$ cat config.mk
export PLATFORM = sky130hd
export DESIGN_NAME = htrs_route_select
export DESIGN_NICKNAME = d
export VERILOG_FILES = /design/src/rtl/htrs_pkg.sv /design/src/rtl/htrs_route_select.sv
export SDC_FILE = /design/constraint.sdc
export NUM_CORES = 1
export LEC_CHECK = 0
export BUFFER_PORTS_ARGS = -buffer_cell sky130_fd_sc_hd__buf_2
export CORE_ASPECT_RATIO = 0.5
export CORE_MARGIN = 1.5
export CORE_UTILIZATION = 53
export DETAILED_ROUTE_END_ITERATION = 10
export PLACE_DENSITY_LB_ADDON = 0.3
export SLEW_MARGIN = 0
export SYNTH_ARGS = -nofsm -noshare
export SYNTH_HDL_FRONTEND = slang
export SYNTH_SLANG_ARGS = --single-unit
$ cat constraint.sdc
create_clock -name clk -period 2.1 [get_ports clk]
set_clock_uncertainty 0.1 [all_clocks]
set_input_delay 0.315 -clock clk [delete_from_list [all_inputs] [get_ports clk]]
set_output_delay 0.315 -clock clk [all_outputs]
set_load 0.01 [all_outputs]
$ cat src/rtl/htrs_pkg.sv
// package for the host transmit route selector: types and constants
package htrs_pkg;

  // serial protocol chosen by the two mode straps (open = 1, short = 0)
  typedef enum logic [1:0] {
    HTRS_MODE_UART = 2'b00,
    HTRS_MODE_SPI = 2'b01,
    HTRS_MODE_I2C = 2'b10
  } htrs_mode_t;

  // strap pattern {strap_a, strap_b}
  localparam logic [1:0] HTRS_STRAP_UART = 2'h0;
  localparam logic [1:0] HTRS_STRAP_SPI = 2'h3;
  localparam logic [1:0] HTRS_STRAP_I2C = 2'h1;

  // routing states
  typedef enum logic [1:0] {
    HTRS_RT_SERIAL = 2'b00,
    HTRS_RT_USB = 2'b01,
    HTRS_RT_LOCKED = 2'b10
  } htrs_route_t;

  // internal initialisation time after reset release
  localparam int HTRS_INIT_TIME_NS = 1000;
  localparam int HTRS_CLK_PERIOD_NS = 10;
  localparam int HTRS_INIT_CYCLES = (HTRS_INIT_TIME_NS + HTRS_CLK_PERIOD_NS - 1) / HTRS_CLK_PERIOD_NS;
  localparam int HTRS_BYTE_W = 8;

  // transmit buffer occupancy limits
  localparam logic [1:0] HTRS_BUF_DEPTH = 2'h2;
  localparam logic [1:0] HTRS_BUF_NONE = 2'h0;

  // one transmit byte travelling through the buffer
  typedef struct packed {
    logic [HTRS_BYTE_W-1:0] data;
  } htrs_byte_t;

  localparam logic [HTRS_BYTE_W-1:0] HTRS_BYTE_ZERO = 8'h00;

endpackage

$ cat src/rtl/htrs_route_select.sv
// host transmit route selector: picks serial port or usb for outgoing bytes
// single clock; straps and host-side pins are taken as already synchronous
`timescale 1ns/1ps
module htrs_route_select
  import htrs_pkg::*;
#(
  parameter int INIT_CYCLES = HTRS_INIT_CYCLES
) (
  input wire logic clk,
  input wire logic nrst,
  input wire logic serial_mode_strap_a,
  input wire logic serial_mode_strap_b,
  input wire logic test_strap_n,
  input wire logic usb_active,
  input wire logic usb_ep1_in_req,
  input wire logic serial_rx_byte,
  input wire logic setup_end_cmd,
  input wire logic core_rx_busy,
  input wire htrs_byte_t tx_data,
  input wire logic tx_valid,
  output logic tx_ready,
  output htrs_byte_t ser_data,
  output logic ser_valid,
  input wire logic ser_ready,
  output htrs_byte_t usb_data,
  output logic usb_valid,
  input wire logic usb_ready,
  output htrs_mode_t serial_mode,
  output logic test_mode,
  output logic route_usb,
  output logic init_done,
  output logic module_busy_out,
  output logic module_busy_oe,
  output logic txd_oe,
  output logic trdy_out,
  output logic trdy_oe
);

  ////////////////////////////////////////////////////////////////////////
  // strap capture and initialisation timer

  localparam int CW = $clog2(INIT_CYCLES + 1);

  logic [CW-1:0] init_cnt_r, init_cnt_nxt;
  logic init_done_r, init_done_nxt;
  htrs_mode_t serial_mode_r, serial_mode_nxt;
  logic test_mode_r, test_mode_nxt;
  logic straps_taken_r, straps_taken_nxt;

  function automatic htrs_mode_t decode_mode(input logic a, input logic b);
    unique case ({a, b})
      HTRS_STRAP_UART: decode_mode = HTRS_MODE_UART;
      HTRS_STRAP_SPI: decode_mode = HTRS_MODE_SPI;
      HTRS_STRAP_I2C: decode_mode = HTRS_MODE_I2C;
      // strap a open, b shorted is undefined; fall back to the open default
      default: decode_mode = HTRS_MODE_SPI;
    endcase
  endfunction

  always_comb begin
    init_cnt_nxt = init_cnt_r;
    init_done_nxt = init_done_r;
    serial_mode_nxt = serial_mode_r;
    test_mode_nxt = test_mode_r;
    straps_taken_nxt = straps_taken_r;
    // straps are sampled once on the first edge after release, never in reset
    // a moved jumper takes effect only after the next reset
    if (!straps_taken_r) begin
      straps_taken_nxt = 1'b1;
      serial_mode_nxt = decode_mode(serial_mode_strap_a, serial_mode_strap_b);
      test_mode_nxt = ~test_strap_n;
    end
    // the timer starts at release, so a short reset pulse still gives the full init time
    if (!init_done_r) begin
      if (init_cnt_r == CW'(INIT_CYCLES - 1)) begin
        init_done_nxt = 1'b1;
      end else begin
        init_cnt_nxt = init_cnt_r + CW'(1);
      end
    end
  end

  always_ff @(posedge clk or negedge nrst) begin
    if (!nrst) begin
      init_cnt_r <= '0;
      init_done_r <= 1'b0;
      serial_mode_r <= HTRS_MODE_SPI;
      test_mode_r <= 1'b0;
      straps_taken_r <= 1'b0;
    end else begin
      init_cnt_r <= init_cnt_nxt;
      init_done_r <= init_done_nxt;
      serial_mode_r <= serial_mode_nxt;
      test_mode_r <= test_mode_nxt;
      straps_taken_r <= straps_taken_nxt;
    end
  end

  ////////////////////////////////////////////////////////////////////////
  // routing state machine

  htrs_route_t route_r, route_nxt;
  logic route_usb_r, route_usb_nxt;
  logic out_busy;

  function automatic logic is_usb(input htrs_route_t rt);
    is_usb = (rt == HTRS_RT_USB);
  endfunction

  always_comb begin
    route_nxt = route_r;
    // a clear command beats a usb request in the same cycle; a serial byte beats both
    // a read attempt that meets a byte in flight is dropped, not held; the host retries it
    unique case (route_r)
      HTRS_RT_SERIAL: begin
        if (serial_rx_byte) begin
          route_nxt = HTRS_RT_LOCKED;
        end else if (usb_active && usb_ep1_in_req && !setup_end_cmd && !out_busy) begin
          route_nxt = HTRS_RT_USB;
        end
      end
      HTRS_RT_USB: begin
        if (serial_rx_byte) begin
          route_nxt = HTRS_RT_LOCKED;
        end else if (setup_end_cmd) begin
          route_nxt = HTRS_RT_SERIAL;
        end
      end
      HTRS_RT_LOCKED: begin
        // usb reads are ignored here; only setup end or reset leaves the lock
        if (setup_end_cmd && !serial_rx_byte) begin
          route_nxt = HTRS_RT_SERIAL;
        end
      end
      default: route_nxt = HTRS_RT_SERIAL;
    endcase
    // registered off the next state, so the pin tracks route_r exactly
    route_usb_nxt = is_usb(route_nxt);
  end

  always_ff @(posedge clk or negedge nrst) begin
    if (!nrst) begin
      route_r <= HTRS_RT_SERIAL;
      route_usb_r <= 1'b0;
    end else begin
      route_r <= route_nxt;
      route_usb_r <= route_usb_nxt;
    end
  end

  ////////////////////////////////////////////////////////////////////////
  // two-entry buffer in the transmit path

  htrs_byte_t buf_r [2];
  htrs_byte_t buf_nxt [2];
  logic [1:0] cnt_r, cnt_nxt;
  logic rd_r, rd_nxt;
  logic wr_r, wr_nxt;
  logic to_usb_r, to_usb_nxt;
  logic in_flight_r, in_flight_nxt;
  logic take;
  logic pop;
  logic dst_ready;

  // occupancy tests shared by the input side and the pin flags; the output
  // register is a third slot, so up to three bytes can wait in the path
  function automatic logic buf_full(input logic [1:0] n);
    buf_full = (n == HTRS_BUF_DEPTH);
  endfunction

  function automatic logic buf_empty(input logic [1:0] n);
    buf_empty = (n == HTRS_BUF_NONE);
  endfunction

  // a switch to usb is only made while no byte is held at an output; serial byte and setup end act at any time
  assign out_busy = in_flight_r;
  assign dst_ready = to_usb_r ? usb_ready : ser_ready;
  assign take = tx_valid && !buf_full(cnt_r) && init_done_r;
  assign pop = !buf_empty(cnt_r) && (!in_flight_r || dst_ready);

  always_comb begin
    buf_nxt[0] = buf_r[0];
    buf_nxt[1] = buf_r[1];
    cnt_nxt = cnt_r;
    rd_nxt = rd_r;
    wr_nxt = wr_r;
    to_usb_nxt = to_usb_r;
    in_flight_nxt = in_flight_r;
    if (in_flight_r && dst_ready) begin
      in_flight_nxt = 1'b0;
    end
    if (take) begin
      buf_nxt[wr_r] = tx_data;
      wr_nxt = ~wr_r;
    end
    if (pop) begin
      rd_nxt = ~rd_r;
      in_flight_nxt = 1'b1;
      // follow the route being entered, so a byte launched as the route flips goes to the new port
      to_usb_nxt = is_usb(route_nxt);
    end
    cnt_nxt = cnt_r + {1'b0, take} - {1'b0, pop};
  end

  always_ff @(posedge clk or negedge nrst) begin
    if (!nrst) begin
      buf_r[0] <= '{data: HTRS_BYTE_ZERO};
      buf_r[1] <= '{data: HTRS_BYTE_ZERO};
      cnt_r <= HTRS_BUF_NONE;
      rd_r <= 1'b0;
      wr_r <= 1'b0;
      to_usb_r <= 1'b0;
      in_flight_r <= 1'b0;
    end else begin
      buf_r[0] <= buf_nxt[0];
      buf_r[1] <= buf_nxt[1];
      cnt_r <= cnt_nxt;
      rd_r <= rd_nxt;
      wr_r <= wr_nxt;
      to_usb_r <= to_usb_nxt;
      in_flight_r <= in_flight_nxt;
    end
  end

  ////////////////////////////////////////////////////////////////////////
  // registered outputs

  htrs_byte_t out_data_r, out_data_nxt;
  logic tx_ready_r, tx_ready_nxt;
  logic busy_r, busy_nxt;
  logic oe_r, oe_nxt;
  logic trdy_r, trdy_nxt;
  logic ser_valid_r, ser_valid_nxt;
  logic usb_valid_r, usb_valid_nxt;

  always_comb begin
    out_data_nxt = out_data_r;
    if (pop) begin
      out_data_nxt = buf_r[rd_r];
    end
    // ready and trdy look at the next count so the pins agree with the buffer after this edge
    tx_ready_nxt = init_done_nxt && !buf_full(cnt_nxt);
    // busy also mirrors the receive side, so the host pauses while input is full
    busy_nxt = !init_done_nxt || core_rx_busy;
    // one enable flop for all three pins: they leave high impedance together
    oe_nxt = init_done_nxt;
    trdy_nxt = !buf_empty(cnt_nxt);
    ser_valid_nxt = in_flight_nxt && !to_usb_nxt;
    usb_valid_nxt = in_flight_nxt && to_usb_nxt;
  end

  always_ff @(posedge clk or negedge nrst) begin
    if (!nrst) begin
      out_data_r <= '{data: HTRS_BYTE_ZERO};
      tx_ready_r <= 1'b0;
      busy_r <= 1'b1;
      oe_r <= 1'b0;
      trdy_r <= 1'b0;
      ser_valid_r <= 1'b0;
      usb_valid_r <= 1'b0;
    end else begin
      out_data_r <= out_data_nxt;
      tx_ready_r <= tx_ready_nxt;
      busy_r <= busy_nxt;
      oe_r <= oe_nxt;
      trdy_r <= trdy_nxt;
      ser_valid_r <= ser_valid_nxt;
      usb_valid_r <= usb_valid_nxt;
    end
  end

  // valid flags are registered copies of in-flight and destination, so every pin leaves a flop
  assign ser_valid = ser_valid_r;
  assign usb_valid = usb_valid_r;

  assign tx_ready = tx_ready_r;
  assign ser_data = out_data_r;
  assign usb_data = out_data_r;
  assign serial_mode = serial_mode_r;
  assign test_mode = test_mode_r;
  assign route_usb = route_usb_r;
  assign init_done = init_done_r;
  assign module_busy_out = busy_r;
  assign module_busy_oe = oe_r;
  assign txd_oe = oe_r;
  assign trdy_out = trdy_r;
  assign trdy_oe = oe_r;

endmodule

# [After elaboration in Yosys (flattened, before gate mapping)]
# Cells that the tools add are included.
[word_totals] input_bits=21 out_inout_bits=29 latch_bits=0 mem_bits_rw=0 memories=0 reg_bits=50 mem_bits_ro=0
[classes] mul=0 shift=0 magnitude_cmp=3 eq_ne=7 n_addsub=3 bitwise=7 div_mod_pow=0 muxes=19 reduce_logical=28
[op_table] operator="two-way mux 8 bit" count=4
[op_table] operator="bitwise mux 16 bit" count=1
[op_table] operator="logical AND 1 bit" count=12
[op_table] operator="two-way mux 2 bit" count=5
[op_table] operator="zero test 1 bit" count=9
[op_table] operator="demux 8 bit (select 1 bit)" count=1
[op_table] operator="zero test 2 bit" count=4
[op_table] operator="adder 7 x 1 -> 7 bit (second input constant)" count=1
[op_table] operator="equality test 7 bit (second input constant)" count=1
[op_table] operator="equality test 2 x 1 -> 1 bit (second input constant)" count=3
[op_table] operator="equality test 2 bit (second input constant)" count=3
[op_table] operator="two-way mux 1 bit" count=6
[op_table] operator="one-hot mux 2 bit (3 select lines)" count=1
[op_table] operator="NOT 1 bit" count=5
[op_table] operator=">= comparator 2 bit (second input constant)" count=2
[op_table] operator="NOT 1 -> 2 bit" count=2
[op_table] operator="one-hot mux 2 bit (2 select lines)" count=1
[op_table] operator="adder 2 x 1 -> 2 bit" count=1
[op_table] operator="logical OR 1 bit" count=2
[op_table] operator="< comparator 2 x 1 -> 1 bit (second input constant)" count=1
[op_table] operator="AND reduction 2 bit" count=1
[op_table] operator="subtractor 2 x 1 -> 2 bit" count=1

# [Depth between registers and ports, before layout]
# Gate-level depths: netlist of the first run.
[depth] ltp_word=10 ltp_mapped=9 mapped_depth_nobuf=8

# [Least setup slack after synthesis of the first run]
# Ideal clock, no wire load.
[synth_timing] path_type="reg2reg" from="register to_usb_r" to="register tx_ready_r (netlist: tx_ready)" slack_ns=0.142 t_arrival_ns=1.729 stages_incl_launch_ff=10 required_ns=1.871 setup_time_ns=0.129 period_less_slack_ns=1.958 path_cell_list="dfrtp_1 -> mux2i_1 -> a21oi_2 -> buf_6 -> ha_1 -> inv_1 -> ha_1 -> xnor2_1 -> xnor2_1 -> a21oi_1"
[synth_between] elab_chain_cells=7
[synth_rtl] element="start, declared" line_no="htrs_route_select.sv:159" source="logic to_usb_r, to_usb_nxt;"
[synth_rtl] element="start signal, assigned" line_no="htrs_route_select.sv:220" source="to_usb_r <= to_usb_nxt;"
[synth_rtl] element="two-way mux 1 bit" line_no="htrs_route_select.sv:177" source="assign dst_ready = to_usb_r ? usb_ready : ser_ready;"
[synth_rtl] element="logical OR 1 bit" line_no="htrs_route_select.sv:179" source="assign pop = !buf_empty(cnt_r) && (!in_flight_r || dst_ready);"
[synth_rtl] element="logical AND 1 bit" line_no="htrs_route_select.sv:179"
[synth_rtl] element="subtractor 2 x 1 -> 2 bit" line_no="htrs_route_select.sv:202" source="cnt_nxt = cnt_r + {1'b0, take} - {1'b0, pop};"
[synth_rtl] element="named net cnt_nxt[1]" line_no="htrs_route_select.sv:156" source="logic [1:0] cnt_r, cnt_nxt;"
[synth_rtl] element="equality test 2 bit" line_no="htrs_route_select.sv:168" source="buf_full = (n == HTRS_BUF_DEPTH);"
[synth_rtl] element="zero test 1 bit" line_no="htrs_route_select.sv:242" source="tx_ready_nxt = init_done_nxt && !buf_full(cnt_nxt);"
[synth_rtl] element="logical AND 1 bit" line_no="htrs_route_select.sv:242"
[synth_rtl] element="named net tx_ready_nxt" line_no="htrs_route_select.sv:229" source="logic tx_ready_r, tx_ready_nxt;"
[synth_rtl] element="end signal, assigned" line_no="htrs_route_select.sv:263" source="tx_ready_r <= tx_ready_nxt;"
[synth_rtl] element="end, declared" line_no="htrs_route_select.sv:229"
# The timed path passes the listed nets, and every way through them passes these cells.
# A chain may end at the register's enable or synchronous reset.

# [Final worst setup path of the first run]
# Same ends and word-level chain as after synthesis.

==> results of run 1 <==
-- where the power goes --
group	internal, mW	total [mW]	switching (mW)
clock network	0.354	0.668	0.314
logic	0.187	0.388	0.201
registers	1.03	1.10	0.0699
-- area by class of cell --
class / instances / area (um2)
Tap cell: 54 / 67.6
Clock inverter: 3 / 45.0
Sequential cell: 50 / 1250
Multi-Input combinational cell: 84 / 845
Inverter: 7 / 26.3
Timing Repair Buffer: 54 / 285
Fill cell: 303 / 1370
Clock buffer: 5 / 68.8
-- cell families after synthesis --
group	count (synthesis)	share of synthesized area [%]
xor+xnor	9	3.54
fa+ha+maj	3	1.69
buf+inv	21	5.79
mux	36	19.1
flops	50	56.3
compound gates	15	6.29
simple gates	20	7.13
other cells	1	0.168
-- metal layers --
metal | wire length (um) | up-vias | track usage, %
met5 | 0 | - | 0
met4 | 8 | 0 | 2.24
met3 | 176 | 2 | 5.76
met2 | 1590 | 27 | 25.7
met1 | 1570 | 628 | 19.3
li1 | - | 624 | -
-- placed cells by master (no fill, tap or decap), types with 2 or more instances in the layout --
cell	n
buf_2	49
dfrtp_1	48
mux2_2	28
inv_1	7
xnor2_1	6
mux2_4	6
clkbuf_8	5
buf_4	4
nand2b_1	3
a21oi_1	3
nand3_1	3
xor2_1	3
nand2_1	3
ha_1	3
mux2i_1	2
nor2_1	2
nor2b_1	2
o21ai_0	2
clkinvlp_4	2
dfstp_2	2
-- worst max-delay path, delay by kind of cell, from the launching register on --
family	cells	cell delay (ns)
AO/OA/AOI/OAI	2	0.20
buffers and inverters	1	0.04
adder cells (fa/ha/maj)	2	0.45
flip-flops	1	0.39
XOR/XNOR	2	0.35
multiplexers	1	0.28
-- worst min-delay path by stage --
| stage | startpoint | endpoint | slack [ns] |
|---|---|---|---|
| 2_1_floorplan | nrst | buf_r[0]$_DFFE_PN0P_ | -0.08 |
| 5_1_grt | core_rx_busy | module_busy_out$_DFF_PN1_ | 0.1 |
| 3_5_place_dp | nrst | init_cnt_r[0]$_DFFE_PN0P_ | 0.27 |
| 6_report | core_rx_busy | module_busy_out$_DFF_PN1_ | 0.11 |
| 4_1_cts | core_rx_busy | module_busy_out$_DFF_PN1_ | 0.11 |
| 3_3_place_gp | nrst | init_cnt_r[0]$_DFFE_PN0P_ | 0.27 |
-- repair_timing --
item	CTS	global route
hold buffers	1	0
gates resized for setup	0	0
hold endpoints to repair	25	0
-- registers in the layout (all words and copies together), names as in the netlist, 2 cells and up --
register     cells
ser_data         8
route_r          2
init_cnt_r       7
buf_r           16
cnt_r            2
serial_mode      2
-- stage by stage --
step / power [mW] / hold slack, ns / std cells
5_1_grt: 2.26 / 0.0955 / 257
6_report: 2.15 / 0.114 / 257
3_5_place_dp: 1.51 / 0.272 / 248
4_1_cts: 2.18 / 0.108 / 257
3_3_place_gp: 1.50 / 0.272 / 248
2_1_floorplan: 1.39 / -0.0806 / 155
==> results by group, run 1 <==
Die
  • Initial Utilization: a little under three fifths
  • IO Pins: 50
  • Core area: between 3000 and 4000 um2
  • Site Rows: 16
  • Die X-Extent: between 90 and 100 um
  • Die Area: 4620 um2
  • Chip Height: 48.8 um

Status
  • Outcome: finished clean

Critical path
  • CP peak stage delay: 0.39 ns
  • Crit path arrival time: 2.02 ns
  • R2R cell count: 8
  • R2r endpoint: tx_ready$_DFF_PN0_
  • Critical Setup Path Class: reg -> reg
  • R2R Path Start: to_usb_r$_DFF_PN0_
  • Worst setup startpoint: to_usb_r$_DFF_PN0_
  • Crit path launch type: register
  • Critical path capture point: tx_ready$_DFF_PN0_
  • Cells along the critical path: mux2i_1 > a21oi_2 > ha_1 > inv_1 > ha_1 > xnor2_1 > xnor2_1 > a21oi_1
  • Slowest CP cell: dfrtp_1
  • CP Capture Type: register
  • CP Data Required Time: 2.18 ns
  • R2R setup slack: ~0.16 ns
  • Crit path max fanout: 3

Route
  • # DRC: 0
  • Vias after detailed routing: between 1000 and 1500
  • Vias per inst: approximately 5
  • Starting DRT DRC Count: 23
  • Drt wl/cell: 13.0 um
  • Final ANT Viol Nets: 0
  • Total Routed Length: between 3 and 4 mm
  • First-pass DRT Iterations: 3

Clock tree
  • Clock-pin slew on the worst setup and hold paths: roughly 0.09 ns
  • Largest buffer count on any clock path: 2
  • Root Buffer: clkbuf_8
  • Clock H-tree levels: 2
  • Worst-skew pair later-pin latency: just under 0.3 ns
  • CTS tree: yes
  • CTS Sinks: 50
  • CTS Buf Count: 5
  • Post-CTS setup buffer count: 0

Synth
  • Synth cell types: 38
  • Mapped Area: 2230 um2
  • Most frequent cell after synthesis: dfrtp_1
  • Largest area contributor in the netlist: dfrtp_1
  • Synth cell count leaders: dfrtp_1 (48), mux2_2 (28), buf_4 (11)
  • Synth warn: 0
  • Yosys reg bits: 50
  • Count of flip-flops with a built-in enable after synthesis: 0
  • Synth Flop Type: dfrtp_1
  • Register area share after synthesis: around 56%
  • Ys async rst share: 100%
  • Share of the synthesized area in the top cell type: a little over half
  • Synth Area per Inst: between 10 and 15 um2
  • Syn_nets: approximately 180
  • Area contributors post-synth: dfrtp_1 (54%), mux2_2 (14%), mux2_4 (4.0%), buf_4 (3.7%), dfstp_2 (2.4%)
  • Synthesized netlist cell count: 155

Placed design
  • Post-DP HPWL: 2.49 mm
  • Routability cong.: slightly above 0.8
  • Place WS: slightly below 0.2 ns
  • Cell Area, Placed: ~2500 um2
  • Input/output buffers: between 40 and 50

Timing
  • Slew margin rel.: between 50% and 60%
  • Fmax: roughly 520 MHz
  • Final Cycle Share: 92.3%
  • Unrepaired setup endpoints after global routing: no
  • Final WS setup: 0.162 ns
  • Setup TNS: 0 ns
  • Worst Max-Slew Pin Slew: between 0.6 and 0.7 ns
  • Setup violators final: 0
  • Hold Vio Cnt, Final: 0
  • Crit path time final: roughly 1.9 ns
  • Slew Viols, Final: 0

Global route
  • First-pass GRT wire length: approximately 5.3 mm
  • Total track usage: between 15 and 20%
  • Initial antenna violation count: 0
  • GRT overflow: 0
  • Vias in the first global route: about 1200
  • Largest net degree at the start of global routing: 30

Layout
  • Final #Nets: roughly 230
  • Antenna diodes: 0
  • Layout cells sized above 1: ~53%
  • Post-route cell area: ~2600 um2
  • Syn-to-layout area delta: 16.3%
  • Final cell utilization of the core: 65.4%

Power
  • Leakage: 1.36 nW
  • Max rail drop VDD: between 0.4 and 0.5 mV
  • PD cells: around 830 nW/um2

Flow run
  • MaxCap Viol Count: 0

Min path
  • Worst Hold Class: in -> reg
  • Worst Hold Path Cells: 2
(Power assumes the default switching activity.)
==> run 2, diff against run 1 <==
--- a/config.mk
+++ b/config.mk
@@ -10,7 +10,7 @@
 export CORE_MARGIN = 1.5
 export CORE_UTILIZATION = 53
 export DETAILED_ROUTE_END_ITERATION = 10
-export PLACE_DENSITY_LB_ADDON = 0.3
+export PLACE_DENSITY = 0.86
 export SLEW_MARGIN = 0
 export SYNTH_ARGS = -nofsm -noshare
 export SYNTH_HDL_FRONTEND = slang
==> run 2 against run 1 <==
Power increased by 3.9%. Worst hold slack got worse by 0.010 ns. Wire length increased by 14%. Maximum frequency decreased by 1.2%. Largest cell class unchanged. Highest routed layer unchanged.
==> results by group, run 2 (synthesized netlist as in run 1, its figures left out) <==
Status
  • Outcome: finished clean

Layout
  • Antenna diodes: 0 (unchanged)
  • Commonest non-fill, non-tap cell in the layout: buf_2
  • Largest register FFs: 16 (unchanged)
  • Layout cells sized above 1: 53.7% (+0.99 points)
  • Largest register by flop count: buf_r
  • Final non-filler cell total: 257 (unchanged)
  • Final #Nets: 226 (unchanged)
  • Syn-to-layout area delta: 17.3%
  • Most frequent cells in the layout: buf_2 (49), dfrtp_1 (48), mux2_2 (28)
  • Final cell utilization of the core: 65.9% (+0.54 points)

Route
  • First-pass DRT Iterations: 4 (+1)
  • Starting DRT DRC Count: 32 (+39%)
  • Drt wl/cell: 14.8 um (+14%)
  • Vias per inst: 5.04 (+1.1%)
  • Vias after detailed routing: 1295 (+1.1%)
  • Final ANT Viol Nets: 0 (unchanged)
  • Total Routed Length: 3.82 mm (+14%)
  • # DRC: 0 (unchanged)

Timing
  • Hold Vio Cnt, Final: 0 (unchanged)
  • Fmax: 510 MHz (-1.2%)
  • Fin Hold WS: 0.103 ns (-0.0105 ns)
  • Worst Max-Slew Pin Slew: 0.545 ns (-0.0663 ns)
  • Setup TNS: 0 ns (unchanged)
  • Slew margin rel.: 62.7% (+3.5 points)
  • Unrepaired setup endpoints after global routing: no
  • Setup violators final: 0 (unchanged)
  • Slew Viols, Final: 0 (unchanged)
  • Crit path time final: 1.96 ns (+0.0230 ns)
  • Final Cycle Share: 93.4% (+1.1 points)

Die
  • Initial Utilization: 56.2% (unchanged)
  • Site Rows: 16 (unchanged)
  • Core area: 3960 um2 (unchanged)
  • Chip Height: 48.8 um (unchanged)
  • IO Pins: 50 (unchanged)
  • Die X-Extent: 94.7 um (unchanged)
  • Die Area: 4620 um2 (unchanged)

Power
  • Leakage: 1.38 nW (+1.5%)
  • PD cells: 856 nW/um2 (+3.0%)
  • Max rail drop VDD: 0.443 mV (-1.3%)

Clock tree
  • Clock-pin slew on the worst setup and hold paths: 0.08 ns (about the same)
  • CTS tree: yes
  • Largest buffer count on any clock path: 2 (unchanged)
  • Clock H-tree levels: 2 (unchanged)
  • Root Buffer: clkbuf_8
  • Worst-skew pair later-pin latency: 0.30 ns (about the same)
  • CTS Buf Count: 5 (unchanged)
  • CTS Sinks: 50 (unchanged)
  • Post-CTS setup buffer count: 0 (unchanged)

Placed design
  • Input/output buffers: 49 (unchanged)
  • Post-DP HPWL: 2.82 mm (+13%)
  • Routability cong.: 0.808 (-0.42%)
  • Placed cell count: 248 (unchanged)

Flow run
  • MaxCap Viol Count: 0 (unchanged)

Global route
  • Total track usage: 19.3% (+4.0 points)
  • Initial antenna violation count: 0 (unchanged)
  • GRT overflow: 0 (unchanged)
  • Vias in the first global route: 1390 (+16%)
  • Largest net degree at the start of global routing: 23 (-23%)
  • First-pass GRT wire length: 6.53 mm (+23%)

Min path
  • Worst Hold Class: in -> reg

Critical path
  • Critical Setup Path Class: reg -> reg
  • CP Capture Type: register
  • Crit path max fanout: 3 (unchanged)
  • CP Data Required Time: 2.19 ns (about the same)
  • Crit path launch type: register
  • Crit path arrival time: 2.05 ns (+0.03 ns)
run 2: per-stage QoR:
| step | setup WS (ns) | total power [mW] | cell area, um2 |
|---|---|---|---|
| after detailed placement | 0.128 | 1.52 | 2470 |
| after CTS | 0.101 | 2.21 | 2590 |
| after global placement | 0.244 | 1.50 | 2470 |
| final | 0.139 | 2.24 | 2610 |
| after floorplan | 0.142 | 1.39 | 2230 |
| after global routing | 0.0451 | 2.35 | 2610 |
run 2: critical path: stages, from the launching register on:
cell	delay, ns
dfrtp_1	0.41
mux2i_2	0.27
a21oi_2	0.09
ha_1	0.29
inv_1	0.04
ha_1	0.20
xnor2_2	0.15
xnor2_2	0.16
nand2b_1	0.15
run 2: report_power, final:
| group | internal, mW | switching (mW) | total [mW] |
|---|---|---|---|
| clock | 0.388 | 0.301 | 0.689 |
| sequential | 1.03 | 0.0767 | 1.10 |
| combinational | 0.218 | 0.225 | 0.444 |
| total | 1.63 | 0.603 | 2.24 |
run 2: area by class of cell:
type                       instances  area [um2]
fill                             296        1350
sequential                        50        1250
multi-input combinational         84         863
timing repair buffer              54         285
clock buffer                       7        86.3
tap                               54        67.6
clock inverter                     1        30.0
inverter                           7        26.3
run 2: repair_timing:
action                                 4_1_cts  5_1_grt
endpoints found under the hold margin       18        0
setup endpoints to repair                    0        2
hold buffers                                 1        0
gates resized for setup                      0        3
run 2: per-layer routing:
metal  track usage, %  wire [um]
met2             32.6       1980
met4             5.47         17
met5                0          0
met3             6.85        176
met1             23.5       1640
run 2: path summary, 6_finish.rpt:
check                                     start                        end  slack, ns  cells after the start
max                          to_usb_r$_DFF_PN0_         trdy_out$_DFF_PN0_       0.14                      8
min                                core_rx_busy  module_busy_out$_DFF_PN1_       0.10                      2
max reg2reg                  to_usb_r$_DFF_PN0_         trdy_out$_DFF_PN0_       0.14                      8
min reg2reg                route_r[0]$_DFF_PN0_       route_r[1]$_DFF_PN0_       0.36                      1
max in group asynchronous                  nrst       route_r[1]$_DFF_PN0_       0.90                      3
min in group asynchronous                  nrst      test_mode$_DFFE_PN0N_       0.41                      2
